===== src/odc_pkg.sv =====
// constants and helpers shared by the output driver configuration block
package odc_pkg;
   localparam int unsigned NUM_OUT = 4;
   localparam int unsigned ADDR_W = 12;
   localparam int unsigned DATA_W = 32;
   localparam int unsigned REG_W = 8;
   localparam int unsigned UA_W = 13;
   // register indices; byte address is four times the index
   localparam logic [ADDR_W-1:0] IDX_OUT_ZERO = 12'h0F0;
   localparam logic [ADDR_W-1:0] IDX_OUT_ONE = 12'h0F1;
   localparam logic [ADDR_W-1:0] IDX_OUT_TWO = 12'h0F2;
   localparam logic [ADDR_W-1:0] IDX_OUT_THREE = 12'h0F3;
   // field positions inside each control register
   localparam int unsigned FMT_BIT = 7;
   localparam int unsigned LEG_HI = 6;
   localparam int unsigned LEG_LO = 5;
   localparam int unsigned POL_HI = 4;
   localparam int unsigned POL_LO = 3;
   localparam int unsigned DRV_HI = 2;
   localparam int unsigned DRV_LO = 1;
   localparam int unsigned PD_BIT = 0;
   // differential, both legs on, non-inverting, 3.5 mA, powered up
   localparam logic [REG_W-1:0] CTRL_RESET = 8'h62;
   // drive current per code, in microamps
   localparam logic [UA_W-1:0] DRV_UA_0 = 13'h6D6;
   localparam logic [UA_W-1:0] DRV_UA_1 = 13'hDAC;
   localparam logic [UA_W-1:0] DRV_UA_2 = 13'h1482;
   localparam logic [UA_W-1:0] DRV_UA_3 = 13'h1B58;
   localparam logic [1:0] RESP_OKAY = 2'h0;
   localparam logic [1:0] RESP_SLVERR = 2'h2;

   function automatic logic [ADDR_W-1:0] byte_addr(input logic [ADDR_W-1:0] idx);
      byte_addr = {idx[ADDR_W-3:0], 2'h0};
   endfunction

   function automatic logic [UA_W-1:0] drive_ua(input logic [1:0] code);
      unique case (code)
         2'h0: drive_ua = DRV_UA_0;
         2'h1: drive_ua = DRV_UA_1;
         2'h2: drive_ua = DRV_UA_2;
         2'h3: drive_ua = DRV_UA_3;
      endcase
   endfunction
endpackage


===== src/odc_out_drv.sv =====
// one clock output driver: decodes its control byte into leg levels and enables
`timescale 1ns/1ps
module odc_out_drv
   import odc_pkg::*;
(
   input wire logic aclk,
   input wire logic aresetn,
   input wire logic [odc_pkg::REG_W-1:0] ctrl,
   input wire logic clk_in,
   output logic leg_a,
   output logic leg_a_oe,
   output logic leg_b,
   output logic leg_b_oe,
   output logic diff_mode,
   output logic [odc_pkg::UA_W-1:0] drive_ua_val
);
   typedef struct packed {
      logic leg_a;
      logic leg_b;
      logic oe_a;
      logic oe_b;
      logic diff;
      logic [UA_W-1:0] ua;
   } odc_drv_state_t;

   odc_drv_state_t st_ff;
   odc_drv_state_t nxt_st;

   always_comb begin
      logic inv_a;
      logic inv_b;
      logic pd;
      inv_a = 1'b0;
      inv_b = 1'b0;
      pd = ctrl[PD_BIT];
      nxt_st = st_ff;
      nxt_st.diff = !ctrl[FMT_BIT];
      nxt_st.ua = drive_ua(ctrl[DRV_HI:DRV_LO]);
      if (!ctrl[FMT_BIT]) begin
         // upper polarity bit has no effect on a differential pair
         inv_a = ctrl[POL_LO];
         inv_b = !ctrl[POL_LO];
         nxt_st.oe_a = !pd;
         nxt_st.oe_b = !pd;
      end else begin
         inv_a = ctrl[POL_LO];
         inv_b = ctrl[POL_LO] ^ ctrl[POL_HI];
         // power-down also silences single-ended legs so no leg floats driven
         nxt_st.oe_a = ctrl[LEG_LO] && !pd;
         nxt_st.oe_b = ctrl[LEG_HI] && !pd;
      end
      nxt_st.leg_a = clk_in ^ inv_a;
      nxt_st.leg_b = clk_in ^ inv_b;
   end

   always_ff @(posedge aclk) begin
      if (!aresetn) begin
         st_ff <= '0;
      end else begin
         st_ff <= nxt_st;
      end
   end

   assign leg_a = st_ff.leg_a;
   assign leg_b = st_ff.leg_b;
   assign leg_a_oe = st_ff.oe_a;
   assign leg_b_oe = st_ff.oe_b;
   assign diff_mode = st_ff.diff;
   assign drive_ua_val = st_ff.ua;
endmodule


===== src/odc_top.sv =====
// output driver configuration registers behind an AXI4-Lite slave
`timescale 1ns/1ps

// Summary of operation
// - polarity field sets leg inversion; differential ignores upper bit, single-ended uses both
// - drive field picks differential current 1.75, 3.5, 5.25 or 7.0 mA
// - power-down bit clear keeps the differential driver running normally
// - power-down bit set puts the output driver in high impedance
// - the next three registers decode identically, each for its own output
// - format bit clear selects differential, set selects single-ended outputs
// - in single-ended format the leg field enables none, A, B or both legs
module odc_top
   import odc_pkg::*;
(
   input wire logic aclk,
   input wire logic aresetn,
   input wire logic [odc_pkg::ADDR_W-1:0] s_axi_awaddr,
   input wire logic [2:0] s_axi_awprot,
   input wire logic s_axi_awvalid,
   output logic s_axi_awready,
   input wire logic [odc_pkg::DATA_W-1:0] s_axi_wdata,
   input wire logic [3:0] s_axi_wstrb,
   input wire logic s_axi_wvalid,
   output logic s_axi_wready,
   output logic [1:0] s_axi_bresp,
   output logic s_axi_bvalid,
   input wire logic s_axi_bready,
   input wire logic [odc_pkg::ADDR_W-1:0] s_axi_araddr,
   input wire logic [2:0] s_axi_arprot,
   input wire logic s_axi_arvalid,
   output logic s_axi_arready,
   output logic [odc_pkg::DATA_W-1:0] s_axi_rdata,
   output logic [1:0] s_axi_rresp,
   output logic s_axi_rvalid,
   input wire logic s_axi_rready,
   input wire logic [odc_pkg::NUM_OUT-1:0] src_clk,
   output logic [odc_pkg::NUM_OUT-1:0] clock_output_leg_a,
   output logic [odc_pkg::NUM_OUT-1:0] clock_output_leg_a_oe,
   output logic [odc_pkg::NUM_OUT-1:0] clock_output_leg_b,
   output logic [odc_pkg::NUM_OUT-1:0] clock_output_leg_b_oe,
   output logic [odc_pkg::NUM_OUT-1:0] clock_output_diff_mode,
   output logic [odc_pkg::NUM_OUT-1:0][odc_pkg::UA_W-1:0] clock_output_drive_ua
);
   typedef struct packed {
      logic [NUM_OUT-1:0][REG_W-1:0] ctrl;
      logic aw_got;
      logic w_got;
      logic [ADDR_W-1:0] awaddr;
      logic [REG_W-1:0] wdata;
      logic wstrb0;
      logic bvalid;
      logic [1:0] bresp;
      logic rvalid;
      logic [1:0] rresp;
      logic [REG_W-1:0] rdata;
   } odc_top_state_t;

   odc_top_state_t st_ff;
   odc_top_state_t nxt_st;

   // returns the output number for a byte address, or NUM_OUT when unmapped
   function automatic logic [2:0] decode(input logic [ADDR_W-1:0] addr);
      decode = 3'(NUM_OUT);
      if (addr == byte_addr(IDX_OUT_ZERO)) decode = 3'h0;
      if (addr == byte_addr(IDX_OUT_ONE)) decode = 3'h1;
      if (addr == byte_addr(IDX_OUT_TWO)) decode = 3'h2;
      if (addr == byte_addr(IDX_OUT_THREE)) decode = 3'h3;
   endfunction

   // a new address is refused while its response waits, which keeps one write in flight
   assign s_axi_awready = !st_ff.aw_got && !st_ff.bvalid;
   assign s_axi_wready = !st_ff.w_got && !st_ff.bvalid;
   assign s_axi_arready = !st_ff.rvalid;

   always_comb begin
      logic [2:0] wsel;
      logic [2:0] rsel;
      wsel = decode(st_ff.awaddr);
      rsel = decode(s_axi_araddr);
      nxt_st = st_ff;
      if (s_axi_awvalid && s_axi_awready) begin
         nxt_st.aw_got = 1'b1;
         nxt_st.awaddr = s_axi_awaddr;
      end
      if (s_axi_wvalid && s_axi_wready) begin
         nxt_st.w_got = 1'b1;
         nxt_st.wdata = s_axi_wdata[REG_W-1:0];
         nxt_st.wstrb0 = s_axi_wstrb[0];
      end
      if (st_ff.aw_got && st_ff.w_got) begin
         nxt_st.aw_got = 1'b0;
         nxt_st.w_got = 1'b0;
         nxt_st.bvalid = 1'b1;
         nxt_st.bresp = RESP_SLVERR;
         if (wsel < 3'(NUM_OUT)) begin
            nxt_st.bresp = RESP_OKAY;
            // only the addressed output's byte changes
            if (st_ff.wstrb0) nxt_st.ctrl[wsel[1:0]] = st_ff.wdata;
         end
      end
      if (st_ff.bvalid && s_axi_bready) nxt_st.bvalid = 1'b0;
      if (st_ff.rvalid && s_axi_rready) nxt_st.rvalid = 1'b0;
      if (s_axi_arvalid && s_axi_arready) begin
         nxt_st.rvalid = 1'b1;
         nxt_st.rresp = RESP_SLVERR;
         nxt_st.rdata = '0;
         if (rsel < 3'(NUM_OUT)) begin
            nxt_st.rresp = RESP_OKAY;
            nxt_st.rdata = st_ff.ctrl[rsel[1:0]];
         end
      end
   end

   always_ff @(posedge aclk) begin
      if (!aresetn) begin
         st_ff <= '0;
         st_ff.ctrl <= {NUM_OUT{CTRL_RESET}};
      end else begin
         st_ff <= nxt_st;
      end
   end

   assign s_axi_bvalid = st_ff.bvalid;
   assign s_axi_bresp = st_ff.bresp;
   assign s_axi_rvalid = st_ff.rvalid;
   assign s_axi_rresp = st_ff.rresp;
   assign s_axi_rdata = {{(DATA_W-REG_W){1'b0}}, st_ff.rdata};

   for (genvar i = 0; i < NUM_OUT; i++) begin : g_out
      // identical decoder per output, each fed only by its own register
      odc_out_drv u_drv (
         .aclk(aclk),
         .aresetn(aresetn),
         .ctrl(st_ff.ctrl[i]),
         .clk_in(src_clk[i]),
         .leg_a(clock_output_leg_a[i]),
         .leg_a_oe(clock_output_leg_a_oe[i]),
         .leg_b(clock_output_leg_b[i]),
         .leg_b_oe(clock_output_leg_b_oe[i]),
         .diff_mode(clock_output_diff_mode[i]),
         .drive_ua_val(clock_output_drive_ua[i])
      );
   end
endmodule


===== config.mk =====
export PLATFORM = sky130hd
export DESIGN_NAME = odc_top
export DESIGN_NICKNAME = d
export VERILOG_FILES = /design/src/odc_pkg.sv /design/src/odc_out_drv.sv /design/src/odc_top.sv
export SDC_FILE = /design/constraint.sdc
export NUM_CORES = 1
export LEC_CHECK = 0
export ABC_AREA = 1
export BUFFER_PORTS_ARGS = -buffer_cell sky130_fd_sc_hd__buf_2
export CORE_MARGIN = 2
export CORE_UTILIZATION = 53
export CTS_CLUSTER_DIAMETER = 150
export DETAILED_ROUTE_END_ITERATION = 16
export PLACE_DENSITY_LB_ADDON = 0.05
export SETUP_SLACK_MARGIN = 0.2
export SLEW_MARGIN = 15
export SYNTH_ARGS = -nofsm -noshare
export SYNTH_HDL_FRONTEND = slang
export SYNTH_SLANG_ARGS = --single-unit
export TNS_END_PERCENT = 10

===== constraint.sdc =====
create_clock -name aclk -period 2.1 [get_ports aclk]
set_input_delay 0.525 -clock aclk [delete_from_list [all_inputs] [get_ports aclk]]
set_output_delay 0.525 -clock aclk [all_outputs]
set_load 0.005 [all_outputs]

==> impl_metrics.csv <==
group,metric,value,unit
setup_path,worstSetupEndpointType,"flip-flop",
setup_path,critPathKind,"flip-flop to flip-flop",
global_routing,grt-busiest-layer,"met2",
global_routing,met2_usage,33.1,%
power_and_ir_drop,vdd_drop_max,0.000491,V
sta,period_share,84.3,%
final_layout,nets,847,
drt,drtIter0Drc,136,
cts,cts_tree,"done",
die,initial_utilization,53.9,%
run,cap_violations,0,
sta,setup_viol,0,
global_routing,grt_pass1_vias,3565,
setup_path,worstRegToRegCells,6,
logic_synthesis,ys_ff_latch,115,
logic_synthesis,yosysWarnings,0,
global_routing,grt_pass1_wl,16800,um
global_routing,antenna_found_initial,0,
global_routing,grt.met3_usage,4.75,%
die,fp-row-count,36,
die,die_area,10600,um^2
global_routing,track_usage,21.0,%
cts,numCtsBuffers,17,
logic_synthesis,syn-instance-count,665,
final_layout,n_fill_cell,890,
cts,h-tree-depth,4,
sta,final-max-slew-violation-count,0,
die,fp.dieH,103,um
final_layout,multi_input_area,2000,um^2
status,status,"completed",
die,die_w,103,um
min_path,worstHoldPathType,"input pin to flip-flop",
drt,routed_wl,10900,um
setup_path,start_kind,"flip-flop",
logic_synthesis,synth.avg_cell_area,7.81,um^2
power_and_ir_drop,p_leak,0.00321,uW
setup_path,r2r_start,"st_ff[23]",
drt,wl_per_cell,12.2,um
logic_synthesis,synth.yosys.seq_area_share,44.3,%
cts,cts_hold_buf,0,
sta,finalCriticalPeriod,1770,ps
drt,num_vias,4098,
setup_path,critPathArrivalTime,2160,ps
cts,cts-resized-gates,0,
power_and_ir_drop,total_power,5280,uW
global_routing,grt_overflow,0,
drt,via_per_inst,4.58,
drt,dr.pass1.iters,4,
global_routing,use_met1,27.6,%
drt,postRouteAntennaNets,0,
cts,clk_pin_slew,60,ps
sta,skew,10.2,ps
sta,hold_viol,0,
place,dp_hpwl,7900,um
cts,clock_tree.root_cell,"clkbuf_8",
final_layout,drive_above_1_share,23.4,%
final_layout,areaGrowthSynthToFinish,15.9,%
cts,cts.sinks,115,
logic_synthesis,netlist_area,5190,um^2
cts,clk_latency,520,ps
sta,clock.fmax,565,MHz
die,pin_count,190,
setup_path,critPathRequiredTime,2490,ps
setup_path,crit_start,"st_ff[23]",
power_and_ir_drop,powerDensity,877,nW/um^2
sta,fin_ws,329,ps
cts,clk_path_buf_depth,2,
place,portBuffers,126,
drt,drc_errors,0,
die,core_area,9640,um^2
setup_path,crit_end,"st_ff[41]",
place,post-place-ws,269,ps
place,dpl_cell_area,5470,um^2
sta,tns,0,ps
final_layout,seqCellArea,2300,um^2
logic_synthesis,synth_edf_count,0,
final_layout,layout_common_cells,"126 x buf_2, 115 x dfxtp_1, 112 x nand2_1",
setup_path,ff2ff_setup_slack,330,ps
min_path,min_path_cells,2,
final_layout,final_common_cell,"buf_2",
final_layout,antennaDiodeCount,0,
logic_synthesis,ys_async_sr_fraction,0,%
sta,rsz0062_at_grt,"true",
setup_path,crit_path_max_fanout,12,
logic_synthesis,ys_types,32,
place,place.gp.congestion,0.842,
setup_path,r2r-end,"st_ff[41]",
final_layout,finish.instance_area,6020,um^2
global_routing,grt_start_max_net_pins,36,
logic_synthesis,synthFlopType,"dfxtp_1",
cts,post_cts_buffers,0,
==> power breakdown <==
part           leakage (uW)  switching [uW]  internal, uW
Clock              0.000269             922          1680
Combinational       0.00199             223           136
Sequential         0.000946            45.6          2270
Total               0.00321            1190          4090
==> how the worst min path moves through the flow <==
| stage | from | to | slack (ps) |
|---|---|---|---|
| 2_1_floorplan | st_ff[52] | g_out[1].u_drv.diff_mode | 440 |
| 3_3_place_gp | s_axi_rdata[5] | s_axi_rdata[5] | 450 |
| 3_5_place_dp | s_axi_rdata[7] | s_axi_rdata[7] | 460 |
| 4_1_cts | s_axi_bready | s_axi_bvalid | 160 |
| 5_1_grt | s_axi_bready | s_axi_bvalid | 180 |
| 6_report | s_axi_bready | s_axi_bvalid | 180 |
==> cell type report <==
cell class                 instances  area share [%]
sequential                       115            38.3
multi-input combinational        400            33.2
timing repair buffer             137            11.9
clock buffer                      26            8.11
inverter                          79            4.93
tap                              133            2.77
clock inverter                     5           0.832
==> cells in the mapped netlist (6+ instances only) <==
master	instances	share of area (%)
a21oi_1	63	6.1
buf_4	80	12
clkbuf_1	11	0.80
dfxtp_1	115	44
ha_1	20	4.8
inv_1	77	5.6
nand2_1	112	8.1
nand3_1	37	3.6
nand3_2	6	1.2
nor2_1	75	5.4
o211ai_1	12	1.7
o21ai_0	25	2.4
==> cells by family after synthesis <==
group	synth area share (%)
simple gates	20.1
flops	44.3
other cells	0.0722
xor+xnor	0.675
fa+ha+maj	4.82
compound gates	10.6
buf+inv	19.4
==> sequential cells by signal, summed over array words and instances, names as in the netlist <==
register / count
g_out.u_drv.leg_b_oe: 4
s_axi_bvalid: 1
s_axi_rdata: 8
s_axi_rresp: 1
s_axi_rvalid: 1
g_out.u_drv.leg_a: 4
g_out.u_drv.leg_a_oe: 4
g_out.u_drv.drive_ua_val: 28
s_axi_bresp: 1
g_out.u_drv.diff_mode: 4
g_out.u_drv.leg_b: 4
st_ff: 55
==> stage by stage <==
| stage | instances | utilization (%) | hold WS, ps |
|---|---|---|---|
| after floorplan | 694 | - | 438 |
| after global placement | 864 | 56.7 | 453 |
| after detailed placement | 864 | 56.7 | 456 |
| after CTS | 895 | 62.3 | 160 |
| after global routing | 895 | 62.4 | 176 |
| final | 895 | 62.4 | 178 |
==> routing by layer <==
layer | wire, um | vias up
met2 | 5060 | 112
li1 | - | 2155
met5 | 0 | -
met4 | 103 | 0
met3 | 612 | 9
met1 | 5100 | 1822
==> worst max-delay path, stage by stage, from the launching register on <==
cell     delay, ps
dfxtp_1        330
nor2_2         160
nand3_2        110
nor3_4         360
nand3_2        310
inv_1          250
a21oi_1        110
Note: power is estimated with default switching activity, not from simulation.
